<file path="src/core/qtcp_pkg.sv">
// Package with register map, field positions and shared types of the timer block.
package qtcp_pkg;

    localparam logic [11:0] ADDR_MODE0   = 12'h000;
    localparam logic [11:0] ADDR_MODE1   = 12'h004;
    localparam logic [11:0] ADDR_MODE2   = 12'h008;
    localparam logic [11:0] ADDR_MODE3   = 12'h00c;
    localparam logic [11:0] ADDR_DATA0   = 12'h010;
    localparam logic [11:0] ADDR_DATA1   = 12'h014;
    localparam logic [11:0] ADDR_DATA2   = 12'h018;
    localparam logic [11:0] ADDR_DATA3   = 12'h01c;
    localparam logic [11:0] ADDR_PPER    = 12'h020;
    localparam logic [11:0] ADDR_PDUTY   = 12'h024;
    localparam logic [11:0] ADDR_PHIGH   = 12'h028;
    localparam logic [11:0] ADDR_EDGE    = 12'h02c;
    localparam logic [11:0] ADDR_FUNC    = 12'h030;
    localparam logic [11:0] ADDR_FLAGS   = 12'h034;

    localparam int BIT_START  = 0;
    localparam int BIT_CONT   = 1;
    localparam int BIT_CAP    = 5;
    localparam int BIT_PAIR   = 6;
    localparam int BIT_PEN    = 5;
    localparam int BIT_POL    = 7;
    localparam int BIT_PFUNC  = 0;

    localparam logic [2:0] CK_EXTERNAL = 3'h7;
    localparam logic [1:0] CK_BORROW   = 2'h3;
    localparam logic [7:0] MODE_RESET  = 8'h00;
    localparam logic [7:0] DATA_RESET  = 8'hff;
    localparam logic [11:0] PRESC_RESET = 12'h000;

    localparam logic [1:0] EDGE_FALL = 2'h0;
    localparam logic [1:0] EDGE_RISE = 2'h1;
    localparam logic [1:0] EDGE_BOTH = 2'h2;

    typedef struct packed {
        logic [11:0] paddr;
        logic        psel;
        logic        penable;
        logic        pwrite;
        logic [31:0] pwdata;
    } qtcp_apb_req_s;

    typedef struct packed {
        logic [31:0] prdata;
        logic        pready;
        logic        pslverr;
    } qtcp_apb_rsp_s;

endpackage : qtcp_pkg

</file>
<file path="src/core/qtcp_timer.sv">
`timescale 1ns/1ps
// Four eight-bit timer/counters with pairing, capture, compare and PWM.
module qtcp_timer
    import qtcp_pkg::*;
(
    input  wire logic          sys_clk,
    input  wire logic          sys_rst,
    input  wire qtcp_apb_req_s apbReq,
    output qtcp_apb_rsp_s      apbRsp,
    input  wire logic [1:0]    eventPin,
    input  wire logic [3:0]    captureEdgePin,
    output logic               pulsePin,
    output logic [3:0]         matchFlag,
    output logic [3:0]         captureFlag
);
    typedef struct packed {
        logic [3:0][7:0] mode;
        logic [3:0][7:0] matchData;
        logic [3:0][7:0] cnt;
        logic [3:0][7:0] captureData;
        logic [7:0]      pulsePeriodLow;
        logic [7:0]      pulseDutyLow;
        logic [7:0]      pulseHighBits;
        logic [7:0]      edgeSelect;
        logic [7:0]      portFunction;
        logic [3:0]      matchFl;
        logic [3:0]      capFl;
        logic [11:0]     presc;
        logic [1:0]      evS1;
        logic [1:0]      evS2;
        logic [1:0]      evS3;
        logic [3:0]      cpS1;
        logic [3:0]      cpS2;
        logic [3:0]      cpS3;
        logic            cmpOut;
        logic            pin;
        qtcp_apb_rsp_s   rsp;
    } qtcp_state_s;

    qtcp_state_s st_reg;
    qtcp_state_s st_next;
    logic [3:0]  tick;
    logic [3:0]  hit;
    logic [3:0]  capEdge;
    logic [11:0] prescInc;
    logic        pwmOut;
    logic        pwmRun;

    assign prescInc = st_reg.presc + 12'h001;

    // Per-timer clock selection; prescaler carries become one-cycle ticks.
    always_comb begin
        logic [2:0] s;
        logic [1:0] e;
        s = 3'h0;
        e = 2'h0;
        for (int i = 0; i < 4; i += 2) begin
            s = st_reg.mode[i][4:2];
            e[i/2] = st_reg.evS2[i/2] & ~st_reg.evS3[i/2];
            unique case (s)
                3'h0: tick[i] = prescInc[0] & ~st_reg.presc[0];
                3'h1: tick[i] = &st_reg.presc[1:0];
                3'h2: tick[i] = &st_reg.presc[2:0];
                3'h3: tick[i] = &st_reg.presc[4:0];
                3'h4: tick[i] = &st_reg.presc[6:0];
                3'h5: tick[i] = &st_reg.presc[8:0];
                3'h6: tick[i] = &st_reg.presc[10:0];
                3'h7: tick[i] = e[i/2];
            endcase
        end
        for (int i = 1; i < 4; i += 2) begin
            unique case (st_reg.mode[i][3:2])
                2'h0: tick[i] = 1'b1;
                2'h1: tick[i] = st_reg.presc[0];
                2'h2: tick[i] = &st_reg.presc[2:0];
                2'h3: tick[i] = tick[i-1];
            endcase
        end
    end

    // Capture edge detection from the synchronised pins.
    generate
        for (genvar g = 0; g < 4; g++) begin : g_edge
            logic rise;
            logic fall;
            logic [1:0] sel;
            assign rise = st_reg.cpS2[g] & ~st_reg.cpS3[g];
            assign fall = ~st_reg.cpS2[g] & st_reg.cpS3[g];
            assign sel  = st_reg.edgeSelect[2*g +: 2];
            assign capEdge[g] = (sel == EDGE_FALL) ? fall :
                                (sel == EDGE_RISE) ? rise :
                                (sel == EDGE_BOTH) ? (rise | fall) : 1'b0;
        end
    endgenerate

    assign pwmRun = st_reg.mode[3][BIT_PEN] & st_reg.portFunction[BIT_PFUNC]
                    & st_reg.mode[3][BIT_START];

    always_comb begin
        logic        pair;
        logic        apbWr;
        logic        apbRd;
        logic [31:0] rd;
        logic [15:0] c16;
        int          ev;
        int          od;
        st_next = st_reg;
        ev = 0;
        od = 0;
        hit = 4'h0;
        apbWr = apbReq.psel & apbReq.penable & apbReq.pwrite;
        apbRd = apbReq.psel & apbReq.penable & ~apbReq.pwrite;
        rd = 32'h0;
        c16 = 16'h0;
        pair = 1'b0;
        st_next.presc = prescInc;
        st_next.evS1 = eventPin;
        st_next.evS2 = st_reg.evS1;
        st_next.evS3 = st_reg.evS2;
        st_next.cpS1 = captureEdgePin;
        st_next.cpS2 = st_reg.cpS1;
        st_next.cpS3 = st_reg.cpS2;
        for (int p = 0; p < 2; p++) begin
            ev = 2 * p;
            od = 2 * p + 1;
            pair = st_reg.mode[od][BIT_PAIR];
            if (pair) begin
                c16 = {st_reg.cnt[od], st_reg.cnt[ev]};
                if (capEdge[ev] && st_reg.mode[ev][BIT_CAP]) begin
                    st_next.captureData[ev] = st_reg.cnt[ev];
                    st_next.captureData[od] = st_reg.cnt[od];
                    st_next.cnt[ev] = 8'h00;
                    st_next.cnt[od] = 8'h00;
                end else if (st_reg.mode[ev][BIT_START] && tick[ev]) begin
                    if (c16 == {st_reg.matchData[od],
                                st_reg.matchData[ev]}) begin
                        hit[ev] = 1'b1;
                        c16 = 16'h0000;
                    end else begin
                        c16 = c16 + 16'h0001;
                    end
                    st_next.cnt[ev] = c16[7:0];
                    st_next.cnt[od] = c16[15:8];
                end
            end else begin
                for (int k = ev; k <= od; k++) begin
                    if (capEdge[k] && st_reg.mode[k][BIT_CAP]) begin
                        st_next.captureData[k] = st_reg.cnt[k];
                        st_next.cnt[k] = 8'h00;
                    end else if (st_reg.mode[k][BIT_START] && tick[k]
                                 && !(k == 3 && pwmRun)) begin
                        if (st_reg.cnt[k] == st_reg.matchData[k]) begin
                            hit[k] = 1'b1;
                            st_next.cnt[k] = 8'h00;
                        end else begin
                            st_next.cnt[k] = st_reg.cnt[k] + 8'h01;
                        end
                    end
                end
            end
        end
        for (int k = 0; k < 4; k++) begin
            if (!st_reg.mode[k][BIT_START] && !st_reg.mode[k][BIT_CONT]) begin
                st_next.cnt[k] = 8'h00;
            end
        end
        // Compare toggles on timer two's match while PWM is off.
        if (hit[2] && !st_reg.mode[3][BIT_PEN]) begin
            st_next.cmpOut = ~st_reg.cmpOut;
        end
        if (!st_reg.portFunction[BIT_PFUNC]) begin
            st_next.pin = 1'b0;
        end else if (st_reg.mode[3][BIT_PEN]) begin
            st_next.pin = pwmOut;
        end else begin
            st_next.pin = st_reg.cmpOut;
        end
        for (int k = 0; k < 4; k++) begin
            unique case (apbReq.paddr)
                ADDR_DATA0 + 12'(4 * k): begin
                    rd = st_reg.mode[k][BIT_CAP] ? {24'h0, st_reg.captureData[k]}
                                                 : {24'h0, st_reg.cnt[k]};
                end
                ADDR_MODE0 + 12'(4 * k): rd = {24'h0, st_reg.mode[k]};
                default: ;
            endcase
        end
        unique case (apbReq.paddr)
            ADDR_PPER:  rd = {24'h0, st_reg.pulsePeriodLow};
            ADDR_PDUTY: rd = {24'h0, st_reg.pulseDutyLow};
            ADDR_PHIGH: rd = {24'h0, st_reg.pulseHighBits};
            ADDR_EDGE:  rd = {24'h0, st_reg.edgeSelect};
            ADDR_FUNC:  rd = {24'h0, st_reg.portFunction};
            ADDR_FLAGS: rd = {24'h0, st_reg.capFl, st_reg.matchFl};
            default: ;
        endcase
        // Hardware set wins over a software clear in the same cycle.
        st_next.matchFl = st_reg.matchFl;
        st_next.capFl = st_reg.capFl;
        if (apbWr && apbReq.paddr == ADDR_FLAGS) begin
            st_next.matchFl = st_reg.matchFl & ~apbReq.pwdata[3:0];
            st_next.capFl = st_reg.capFl & ~apbReq.pwdata[7:4];
        end
        st_next.matchFl = st_next.matchFl | (hit & 4'h5)
                          | (hit & 4'ha & ~{st_reg.mode[3][BIT_PAIR], 1'b0,
                                            st_reg.mode[1][BIT_PAIR], 1'b0});
        st_next.capFl = st_next.capFl | (capEdge & {st_reg.mode[3][BIT_CAP],
            st_reg.mode[2][BIT_CAP], st_reg.mode[1][BIT_CAP],
            st_reg.mode[0][BIT_CAP]});
        if (apbWr) begin
            for (int k = 0; k < 4; k++) begin
                if (apbReq.paddr == ADDR_MODE0 + 12'(4 * k)) begin
                    st_next.mode[k] = apbReq.pwdata[7:0];
                end
                if (apbReq.paddr == ADDR_DATA0 + 12'(4 * k)) begin
                    st_next.matchData[k] = apbReq.pwdata[7:0];
                end
            end
            unique case (apbReq.paddr)
                ADDR_PPER:  st_next.pulsePeriodLow = apbReq.pwdata[7:0];
                ADDR_PDUTY: st_next.pulseDutyLow = apbReq.pwdata[7:0];
                ADDR_PHIGH: st_next.pulseHighBits = {4'h0, apbReq.pwdata[3:0]};
                ADDR_EDGE:  st_next.edgeSelect = apbReq.pwdata[7:0];
                ADDR_FUNC:  st_next.portFunction = apbReq.pwdata[7:0];
                default: ;
            endcase
        end
        st_next.rsp.pready = apbReq.psel & apbReq.penable & ~st_reg.rsp.pready;
        st_next.rsp.prdata = apbRd ? rd : 32'h0;
        st_next.rsp.pslverr = 1'b0;
    end

    always_ff @(posedge sys_clk) begin
        if (sys_rst) begin
            st_reg <= '0;
            st_reg.matchData <= {4{DATA_RESET}};
        end else begin
            st_reg <= st_next;
        end
    end

    qtcp_pwm_unit u_pwm (
        .sys_clk  (sys_clk),
        .sys_rst  (sys_rst),
        .tick     (tick[3]),
        .run      (pwmRun),
        .period   ({st_reg.pulseHighBits[3:2], st_reg.pulsePeriodLow}),
        .duty     ({st_reg.pulseHighBits[1:0], st_reg.pulseDutyLow}),
        .polarity (st_reg.mode[3][BIT_POL]),
        .pwmOut   (pwmOut)
    );

    assign apbRsp      = st_reg.rsp;
    assign pulsePin    = st_reg.pin;
    assign matchFlag   = st_reg.matchFl;
    assign captureFlag = st_reg.capFl;

    a_match_clears: assert property (@(posedge sys_clk) disable iff (sys_rst)
        hit[0] && !st_reg.mode[1][BIT_PAIR] && !capEdge[0]
        |=> st_reg.cnt[0] == 8'h00 && st_reg.matchFl[0])
        else $error("match did not clear count and set flag");
    a_pair_odd_quiet: assert property (@(posedge sys_clk) disable iff (sys_rst)
        st_reg.mode[1][BIT_PAIR] && !$past(st_reg.matchFl[1]) && !st_reg.matchFl[1]
        && !(apbReq.psel && apbReq.paddr == ADDR_FLAGS) |=> !st_reg.matchFl[1])
        else $error("odd flag raised in paired mode");
    a_capture_copy: assert property (@(posedge sys_clk) disable iff (sys_rst)
        capEdge[2] && st_reg.mode[2][BIT_CAP] && !st_reg.mode[3][BIT_PAIR]
        |=> st_reg.captureData[2] == $past(st_reg.cnt[2])
            && st_reg.cnt[2] == 8'h00 && st_reg.capFl[2])
        else $error("capture did not copy and clear");
    a_odd_prescale: assert property (@(posedge sys_clk) disable iff (sys_rst)
        st_reg.mode[1][3:2] == 2'h2 |-> tick[1] == (st_reg.presc[2:0] == 3'h7))
        else $error("odd timer divide by eight wrong");
    a_compare_toggle: assert property (@(posedge sys_clk) disable iff (sys_rst)
        hit[2] && !st_reg.mode[3][BIT_PEN] |=> st_reg.cmpOut != $past(st_reg.cmpOut))
        else $error("compare output did not toggle");
    a_shared_read: assert property (@(posedge sys_clk) disable iff (sys_rst)
        apbReq.psel && apbReq.penable && !apbReq.pwrite
        && apbReq.paddr == ADDR_DATA0 && !st_reg.rsp.pready && !st_reg.mode[0][BIT_CAP]
        |=> apbRsp.pready && apbRsp.prdata[7:0] == $past(st_reg.cnt[0]))
        else $error("shared read returned wrong value");

    // Clock selection, counting, capture, pin routing and match data write checks.
    a_even_prescale: assert property (@(posedge sys_clk)
        disable iff (sys_rst) st_reg.mode[2][4:2] == 3'h3
        |-> tick[2] == (st_reg.presc[4:0] == 5'h1f))
        else $error("even timer divide by 32 wrong");
    a_odd_borrow: assert property (@(posedge sys_clk)
        disable iff (sys_rst) st_reg.mode[1][3:2] == 2'h3
        |-> tick[1] == tick[0])
        else $error("odd timer did not borrow even clock");
    a_event_tick: assert property (@(posedge sys_clk)
        disable iff (sys_rst) st_reg.mode[0][4:2] == CK_EXTERNAL
        |-> tick[0] == (st_reg.evS2[0] && !st_reg.evS3[0]))
        else $error("event counter tick not on rising edge");
    a_count_step: assert property (@(posedge sys_clk)
        disable iff (sys_rst) st_reg.mode[0][BIT_START] && tick[0] && !hit[0]
        && !st_reg.mode[1][BIT_PAIR] && !st_reg.mode[0][BIT_CAP]
        |=> st_reg.cnt[0] == $past(st_reg.cnt[0]) + 8'h01)
        else $error("count did not step by one");
    a_pair_wrap: assert property (@(posedge sys_clk)
        disable iff (sys_rst) st_reg.mode[1][BIT_PAIR] && hit[0]
        |=> {st_reg.cnt[1], st_reg.cnt[0]} == 16'h0000 && st_reg.matchFl[0])
        else $error("paired counter did not wrap with even flag");
    a_capture_match: assert property (@(posedge sys_clk)
        disable iff (sys_rst) st_reg.mode[2][BIT_CAP] && hit[2]
        |=> st_reg.matchFl[2])
        else $error("match flag lost in capture mode");
    a_edge_rise: assert property (@(posedge sys_clk)
        disable iff (sys_rst) st_reg.edgeSelect[5:4] == EDGE_RISE
        |-> capEdge[2] == (st_reg.cpS2[2] && !st_reg.cpS3[2]))
        else $error("rising capture edge not selected");
    a_pwm_pin: assert property (@(posedge sys_clk)
        disable iff (sys_rst) pwmRun
        |=> pulsePin == $past(pwmOut))
        else $error("pulse pin did not follow pulse output");
    a_data_write: assert property (@(posedge sys_clk)
        disable iff (sys_rst) apbReq.psel && apbReq.penable && apbReq.pwrite
        && apbReq.paddr == ADDR_DATA0
        |=> st_reg.matchData[0] == $past(apbReq.pwdata[7:0]))
        else $error("match data write not applied");
endmodule : qtcp_timer

</file>
<file path="src/core/qtcp_pwm_unit.sv">
`timescale 1ns/1ps
// Ten-bit pulse generator with double-buffered duty for the fourth timer.
module qtcp_pwm_unit
    import qtcp_pkg::*;
(
    input  wire logic       sys_clk,
    input  wire logic       sys_rst,
    input  wire logic       tick,
    input  wire logic       run,
    input  wire logic [9:0] period,
    input  wire logic [9:0] duty,
    input  wire logic       polarity,
    output logic            pwmOut
);
    typedef struct packed {
        logic [9:0] cnt;
        logic [9:0] activeDuty;
        logic       out;
    } qtcp_pwm_s;

    qtcp_pwm_s st_reg;
    qtcp_pwm_s st_next;

    always_comb begin
        st_next = st_reg;
        if (!run) begin
            st_next.cnt = 10'h000;
            st_next.activeDuty = duty;
        end else if (tick) begin
            if (st_reg.cnt == period) begin
                st_next.cnt = 10'h000;
                st_next.activeDuty = duty;
            end else begin
                st_next.cnt = st_reg.cnt + 10'h001;
            end
        end
        // Duty portion first; equal duty and period keeps the duty level.
        if (st_next.activeDuty == 10'h000) begin
            st_next.out = ~polarity;
        end else if (st_next.activeDuty >= period) begin
            st_next.out = polarity;
        end else begin
            st_next.out = (st_next.cnt < st_next.activeDuty) ? polarity
                                                             : ~polarity;
        end
    end

    always_ff @(posedge sys_clk) begin
        if (sys_rst) begin
            st_reg <= '0;
        end else begin
            st_reg <= st_next;
        end
    end

    assign pwmOut = st_reg.out;

    a_pwm_zero_duty: assert property (@(posedge sys_clk) disable iff (sys_rst)
        run && st_reg.activeDuty == 10'h000 && duty == 10'h000
        |-> ##1 pwmOut == $past(~polarity))
        else $error("zero duty did not hold inverse level");
    a_pwm_buffer: assert property (@(posedge sys_clk) disable iff (sys_rst)
        run && tick && st_reg.cnt != period |=> $stable(st_reg.activeDuty))
        else $error("active duty changed mid period");
endmodule : qtcp_pwm_unit

</file>
<file path="config.mk">
export PLATFORM = sky130hd
export DESIGN_NAME = qtcp_timer
export DESIGN_NICKNAME = d
export VERILOG_FILES = /design/src/core/qtcp_pkg.sv /design/src/core/qtcp_timer.sv /design/src/core/qtcp_pwm_unit.sv
export SDC_FILE = /design/constraint.sdc
export NUM_CORES = 1
export LEC_CHECK = 0
export ABC_CLOCK_PERIOD_IN_PS = 5330
export BUFFER_PORTS_ARGS = -buffer_cell sky130_fd_sc_hd__buf_2
export CAP_MARGIN = 20
export CORE_ASPECT_RATIO = 0.9
export CORE_UTILIZATION = 45
export CTS_CLUSTER_DIAMETER = 120
export DETAILED_ROUTE_END_ITERATION = 10
export PLACE_DENSITY_LB_ADDON = 0.15
export RECOVER_POWER = 50
export SLEW_MARGIN = 5
export SYNTH_ARGS = -nofsm -noshare
export SYNTH_HDL_FRONTEND = slang
export SYNTH_SLANG_ARGS = --single-unit
export TNS_END_PERCENT = 100
</file>
<file path="constraint.sdc">
create_clock -name sys_clk -period 5.33 [get_ports sys_clk]
set_input_delay 0 -clock sys_clk [delete_from_list [all_inputs] [get_ports sys_clk]]
set_output_delay 0 -clock sys_clk [all_outputs]
set_load 0.03 [all_outputs]
</file>
==> results.py, run 1 <==
metrics = {
    "floorplanning": {
        "num_rows": 56,
        "die_w_um": 174,
        "initial_core_util_pct": 45.9,
        "pin_count": 98,
        "dieArea_sq_mm": 0.0273,
        "coreArea_sq_mm": 0.0261,
        "chipHeight_um": 157,
    },
    "sta": {
        "worstMarginPinSlew_ps": 3820,
        "finalCriticalPeriod_ps": 4880,
        "fin_skew_ps": 13.9,
        "setup_viol_count_final": 0,
        "setup_tns_ps": 0,
        "slew_headroom_pct": -155,
        "hold_viol": 0,
        "worst_slack_ps": 448,
        "fin_crit_sh_pct": 91.6,
        "fmax_mhz": 205,
        "rsz0062_at_grt": "false",
        "finalMaxSlewViolations": 82,
    },
    "critical_path": {
        "worstPathArrival_ps": 5340,
        "required_ps": 5790,
        "cpMostUsedCell": "ha_1",
        "path_max_fanout": 9,
        "cp-end-kind": "flip-flop",
        "cp-start-kind": "flip-flop",
        "critPathKind": "flip-flop to flip-flop",
        "worst-path-buf-inv": 3,
        "critPathMaxStageDelay_ps": 470,
        "crit_path_top_delay_cell": "a2111oi_0",
        "worstPathCellList": "ha_1 > and2_1 > and3_1 > ha_1 > inv_1 > o21ai_0 > a32oi_2 > a311oi_4 > nor2_1 > buf_4 > mux2i_1 > inv_1 > ha_1 > a2111oi_0 > nor3_1 > a21oi_1 > nand3b_1 > nor3_1 > o221a_1 > or3_1 > a21oi_1",
        "critPathTopFamily": "compound AO/OA/AOI/OAI gates",
    },
    "outcome": {
        "violations": "capacitance limit, slew limit",
        "status": "complete, but fails checks",
    },
    "final_layout": {
        "area_growth_pct": 11.4,
        "fillers": 2522,
        "seqCellArea_sq_mm": 0.00466,
        "final_nets": 1525,
        "drive_gt1_share_pct": 7.69,
        "fin_util_pct": 51.1,
        "multiInputGateArea_sq_mm": 0.00665,
        "largest_reg_flops": 174,
    },
    "yosys": {
        "synth.distinct_cells": 73,
        "yosys.area_share.xor_xnor_pct": 4.23,
        "synth_top_family_by_area": "simple AND/OR/NAND/NOR gates",
        "yosysSeqAreaShare_pct": 38.9,
        "synth_cells": 1417,
        "yosys_warnings": 0,
        "synth_mux_area_share_pct": 9.10,
        "synth_compound_area_share_pct": 15.9,
        "synth-main-ff-cell": "dfxtp_1",
        "syn_area_sq_mm": 0.0120,
        "ys_seq_elements": 233,
        "synth_edf_count": 0,
        "yosys.area_share.simple_pct": 21.9,
        "avgSynthCellArea_sq_um": 8.47,
        "ys_async_sr_fraction_pct": 0,
        "synth_fa_ha_area_share_pct": 3.55,
    },
    "clock_tree": {
        "cts-root-buf": "clkbuf_16",
        "clk_path_buf_depth": 3,
        "clkSlewWorstSetupHoldPaths_ps": 60,
        "cts_max_level": 1,
        "cts.sinks": 233,
        "clk_latency_ps": 540,
        "tritoncts": "yes",
        "cts_inserted_buffers": 26,
    },
    "hold_path": {
        "hold_class": "input port to flip-flop",
    },
    "global_route": {
        "grt_pass1_vias": 9108,
        "antenna_found_initial": 1,
        "grt_usage_pct": 24.6,
        "grt_pass1_wl_um": 52600,
        "grt_max_degree": 82,
        "grt-ovfl-total": 0,
    },
    "routing": {
        "vias": 10289,
        "wl_per_cell_um": 18.9,
        "ant_nets": 0,
        "routed_via_density": 5.70,
        "wirelength_um": 34000,
        "drt_iter0_drc": 940,
        "first_pass_iters": 6,
        "post-route-drc-count": 0,
    },
    "pwr": {
        "power-per-cell-area_mw_per_mm2": 283,
        "peakVddDrop_v": 0.000197,
        "leakage_nw": 4.70,
    },
    "placement": {
        "gp_congestion": 0.903,
        "portBuffers": 48,
        "dp_hpwl_um": 23400,
        "place_ws_ps": 456,
    },
    "flow_run": {
        "maxCapViolCount": 1,
    },
}
==> tightest hold or removal path, cell delays in order <==
cell and delay (ps):
buf_2 90, or3_1 320, nor3_1 100
==> layout make-up <==
cell class                      count  share of cell area, %
Antenna cell                        1                 0.0187
Clock buffer                       40                   6.17
Clock inverter                      8                  0.730
Inverter                           41                   1.15
Multi-Input combinational cell   1050                   49.8
Sequential cell                   233                   34.9
Tap cell                          348                   3.26
Timing Repair Buffer               84                   4.01
==> repair_timing <==
action,in CTS,in global routing
setup buffers,0,0
hold endpoints to repair,90,0
gates resized for setup,0,0
hold buffers,20,0
==> placed cells by master, fill, tap and decap left out, drive strengths merged, types with 4 or more instances in the layout <==
master,Yosys,final
a21oi,100,100
nand4b,5,5
a311oi,5,5
o21ai,44,44
mux2i,100,100
xnor2,10,10
nand2,146,146
xor2,48,48
dlygate4sd3,0,20
a2111oi,4,4
a221oi,12,12
or3,7,7
inv,40,40
a211oi,21,21
a22oi,9,9
mux2,6,6
nor4,19,19
nand3,44,44
a31oi,15,15
o22ai,4,4
clkinv,1,4
and2,10,10
nand3b,13,13
clkbuf,66,62
nand4,13,13
and3,18,18
buf,51,42
ha,34,34
nor3,33,33
nor2,155,155
conb,1,25
dfxtp,233,233
a211o,34,34
nor2b,56,56
nor3b,8,8
nand2b,7,7
a41oi,5,5
==> metrics by stage <==
step	hold WS (ps)	instances	cell area (sq um)	total power, W
finish	39.5	1805	13400	0.00379
global placement	213	1731	12200	0.00191
detailed placement	215	1733	12200	0.00191
floorplan	118	1441	12100	0.00188
global route	83.3	1804	13400	0.00390
CTS	33.1	1801	13400	0.00382
==> layer usage <==
metal / up-vias / GRT usage [%] / share of wire [%]
li1: 4996 / - / -
met1: 4902 / 35.4 / 48
met2: 320 / 37.4 / 43
met3: 69 / 3.74 / 5.8
met4: 2 / 7.81 / 2.8
met5: - / 0 / 0.11
==> worst paths after layout <==
kind                     from           end  cells past startpoint  slack (ps)
setup / recovery   st_reg[54]  u_pwm.pwmOut                     21         450
hold / removal     apbReq[32]     apbRsp[8]                      3          40
setup reg to reg   st_reg[54]  u_pwm.pwmOut                     21         450
hold reg to reg   st_next[50]   st_next[48]                      1         430
==> logic make-up after synthesis <==
group                    count (synthesis)
AO/OA/AOI/OAI                          284
XOR/XNOR                                58
adder cells (fa/ha/maj)                 34
buffers and inverters                  158
flip-flops                             233
multiplexers                           107
other                                    1
AND/OR/NAND/NOR                        542
==> Yosys cell counts, types with 8 or more instances <==
cell	count	area [sq um]
a211oi_1	21	158
a21oi_1	99	495
nand3_1	44	220
a31oi_1	14	87.6
and2_1	8	50.1
and3_1	18	113
ha_1	34	425
nor2b_1	56	350
nand3b_1	13	97.6
nor4_1	17	106
nor2_1	155	582
inv_1	39	146
xnor2_1	10	87.6
clkbuf_1	65	244
a211o_1	34	298
dfxtp_1	233	4660
nor3_1	31	155
a221oi_1	12	105
xor2_1	48	420
nand2_1	145	544
buf_4	43	323
nand4_1	13	81.3
a22oi_1	8	60.1
o21ai_0	44	220
mux2i_1	100	1000
==> where the power goes <==
part / leakage, nW / total [W] / switching, W / internal (W)
Sequential: 1.88 / 0.00175 / 0.00000409 / 0.00175
Clock: 0.449 / 0.00190 / 0.000741 / 0.00116
Combinational: 2.37 / 0.000134 / 0.000102 / 0.0000322
Total: 4.70 / 0.00379 / 0.000847 / 0.00294
(Power assumes the default switching activity.)
==> run 2: changes to the inputs <==
- ABC_CLOCK_PERIOD_IN_PS: 5330 -> 4700
- SETUP_SLACK_MARGIN: unset -> 0.3
- clock period: 5.33 -> 4.7 ns (I/O delays scaled with it)
==> run 2 against run 1 <==
- sequential share of layout area down 0.69 points
- maximum frequency increased by 15%
- utilization increased by 1.1 points
- via count shrank 0.24%
- clock power rose by 12%
- critical path type unchanged
- die area is the same
- combinational power is 18% higher
- worst setup slack gained 20 ps
- first-iteration DRC count decreased by 19%
- critical endpoint unchanged
- final cell count grew 0.55%
- highest routed layer unchanged
- the flow still finishes with violations (capacitance limit, slew limit)
- total power grew 13%
==> results.py, run 2 (synthesis gave the netlist of run 1 again) <==
metrics = {
    "sta": {
        "setup_tns_ps": 0,
        "slew_headroom_pct": -34.5,
        "finalMaxSlewViolations": 97,
        "fin_crit_sh_pct": 90.0,
        "worst_slack_ps": 468,
        "hold_viol": 0,
        "fin_skew_ps": 14.4,
        "worstMarginPinSlew_ps": 2020,
        "fmax_mhz": 236,
        "hold_ws_ps": 34.7,
        "finalCriticalPeriod_ps": 4230,
        "rsz0062_at_grt": "false",
        "setup_viol_count_final": 0,
    },
    "floorplanning": {
        "pin_count": 98,
        "dieArea_sq_mm": 0.0273,
        "num_rows": 56,
        "chipHeight_um": 157,
        "coreArea_sq_mm": 0.0261,
        "initial_core_util_pct": 45.9,
        "die_w_um": 174,
    },
    "routing": {
        "drt_iter0_drc": 766,
        "first_pass_iters": 8,
        "ant_nets": 0,
        "wirelength_um": 34500,
        "routed_via_density": 5.66,
        "vias": 10264,
        "post-route-drc-count": 0,
        "wl_per_cell_um": 19.0,
    },
    "final_layout": {
        "drive_gt1_share_pct": 10.8,
        "area_growth_pct": 13.8,
        "final_common_cell": "dfxtp_1",
        "fin_util_pct": 52.3,
        "final_nets": 1536,
        "largest_reg_flops": 174,
        "final_cell_mix": "dfxtp_1, nor2_1, nand2_1",
        "antenna_cells": 0,
    },
    "clock_tree": {
        "clk_latency_ps": 540,
        "tritoncts": "yes",
        "clk_path_buf_depth": 3,
        "cts_inserted_buffers": 26,
        "cts.sinks": 233,
        "cts-root-buf": "clkbuf_16",
        "clkSlewWorstSetupHoldPaths_ps": 60,
        "cts_max_level": 1,
    },
    "global_route": {
        "grt-ovfl-total": 0,
        "grt_usage_pct": 24.4,
        "grt_pass1_vias": 9398,
        "grt_pass1_wl_um": 52900,
        "antenna_found_initial": 1,
        "grt_max_degree": 104,
    },
    "critical_path": {
        "worstPathArrival_ps": 4670,
        "rr_endpoint": "u_pwm.pwmOut",
        "required_ps": 5140,
        "regToRegSetupSlack_ps": 470,
        "cp-start-kind": "flip-flop",
        "critPathKind": "flip-flop to flip-flop",
        "rr_worst_depth": 21,
        "cp-end-kind": "flip-flop",
        "path_max_fanout": 6,
        "reg2reg_from": "st_reg[54]",
    },
    "hold_path": {
        "hold_class": "input port to flip-flop",
        "worstHoldStart": "apbReq[32]",
        "min_path_cells": 3,
        "hold_path_end": "apbRsp[6]",
    },
    "pwr": {
        "peakVddDrop_v": 0.000199,
        "power-per-cell-area_mw_per_mm2": 313,
        "leakage_nw": 4.76,
    },
    "placement": {
        "dp_hpwl_um": 23400,
        "place_ws_ps": 129,
        "portBuffers": 48,
        "gp_congestion": 0.908,
    },
    "flow_run": {
        "maxCapViolCount": 1,
    },
    "outcome": {
        "status": "complete, but fails checks",
        "violations": "capacitance limit, slew limit",
    },
}
-- run 2: changes by cell type in the layout (fill, tap and decap cells not counted), sizes merged --
cell         before  now
inv              40   41
clkbuf           62   59
diode             1    0
buf              42   54
dlygate4sd3      20   18
clkinv            4    7
-- run 2: what timing repair did --
item	CTS	global route
gates resized for setup	10	41
endpoints found under the hold margin	69	0
setup buffers	5	6
pin swaps	6	20
setup endpoints to repair	1	1
gates cloned	0	0
hold buffers	18	0
-- run 2: layout make-up --
class | instances | area, sq um
Inverter | 41 | 154
Clock inverter | 12 | 125
Clock buffer | 36 | 779
Tap cell | 348 | 435
Sequential cell | 233 | 4670
Timing Repair Buffer | 95 | 632
Fill cell | 2469 | 12500
Multi-Input combinational cell | 1050 | 6860
-- run 2: layer usage --
| metal | part of all wire (%) | vias up | track usage (%) |
|---|---|---|---|
| met1 | 48 | 4869 | 34.1 |
| met3 | 6.1 | 61 | 4.47 |
| met4 | 2.3 | 2 | 6.52 |
| met2 | 44 | 319 | 38.7 |
| li1 | - | 5013 | - |
| met5 | 0.038 | - | 0 |
-- run 2: report_power, final --
part           internal [W]  switching, W
Clock               0.00127      0.000861
Combinational     0.0000403      0.000118
Sequential          0.00198    0.00000532
Total               0.00330      0.000984
-- run 2: how the worst max path moves through the flow --
stage          startpoint      endpoint  slack [ps]  depth (start not counted)
6_report       st_reg[54]  u_pwm.pwmOut         470                         21
5_1_grt        st_reg[54]  u_pwm.pwmOut         250                         19
4_1_cts        st_reg[54]  u_pwm.pwmOut         310                         21
3_5_place_dp   st_reg[54]  u_pwm.pwmOut         130                         21
3_3_place_gp   st_reg[55]  u_pwm.pwmOut         290                         20
2_1_floorplan  st_reg[54]  u_pwm.pwmOut         330                         22
-- run 2: through the flow --
step / power [W] / cell area [sq um] / instances
final: 0.00428 / 13700 / 1815
after global routing: 0.00440 / 13700 / 1815
after CTS: 0.00430 / 13400 / 1806
after detailed placement: 0.00217 / 12300 / 1735
after global placement: 0.00217 / 12300 / 1734
after floorplan: 0.00214 / 12100 / 1441
-- run 2: critical path, cell delays in order, from the launching register on --
cell      delay [ps]
dfxtp_2          330
ha_4             160
buf_6            120
and3_1           170
ha_2             170
mux4_2           520
nand2_4          130
buf_6            110
a31oi_1          160
and3_1           250
xnor2_1          170
nor2_1            70
ha_1             290
and3_4           200
nand3_4           90
or2_4            250
nor3_2            90
nand4b_1         150
nand3b_1         140
a221oi_2          80
or3_1            360
a21oi_2          110
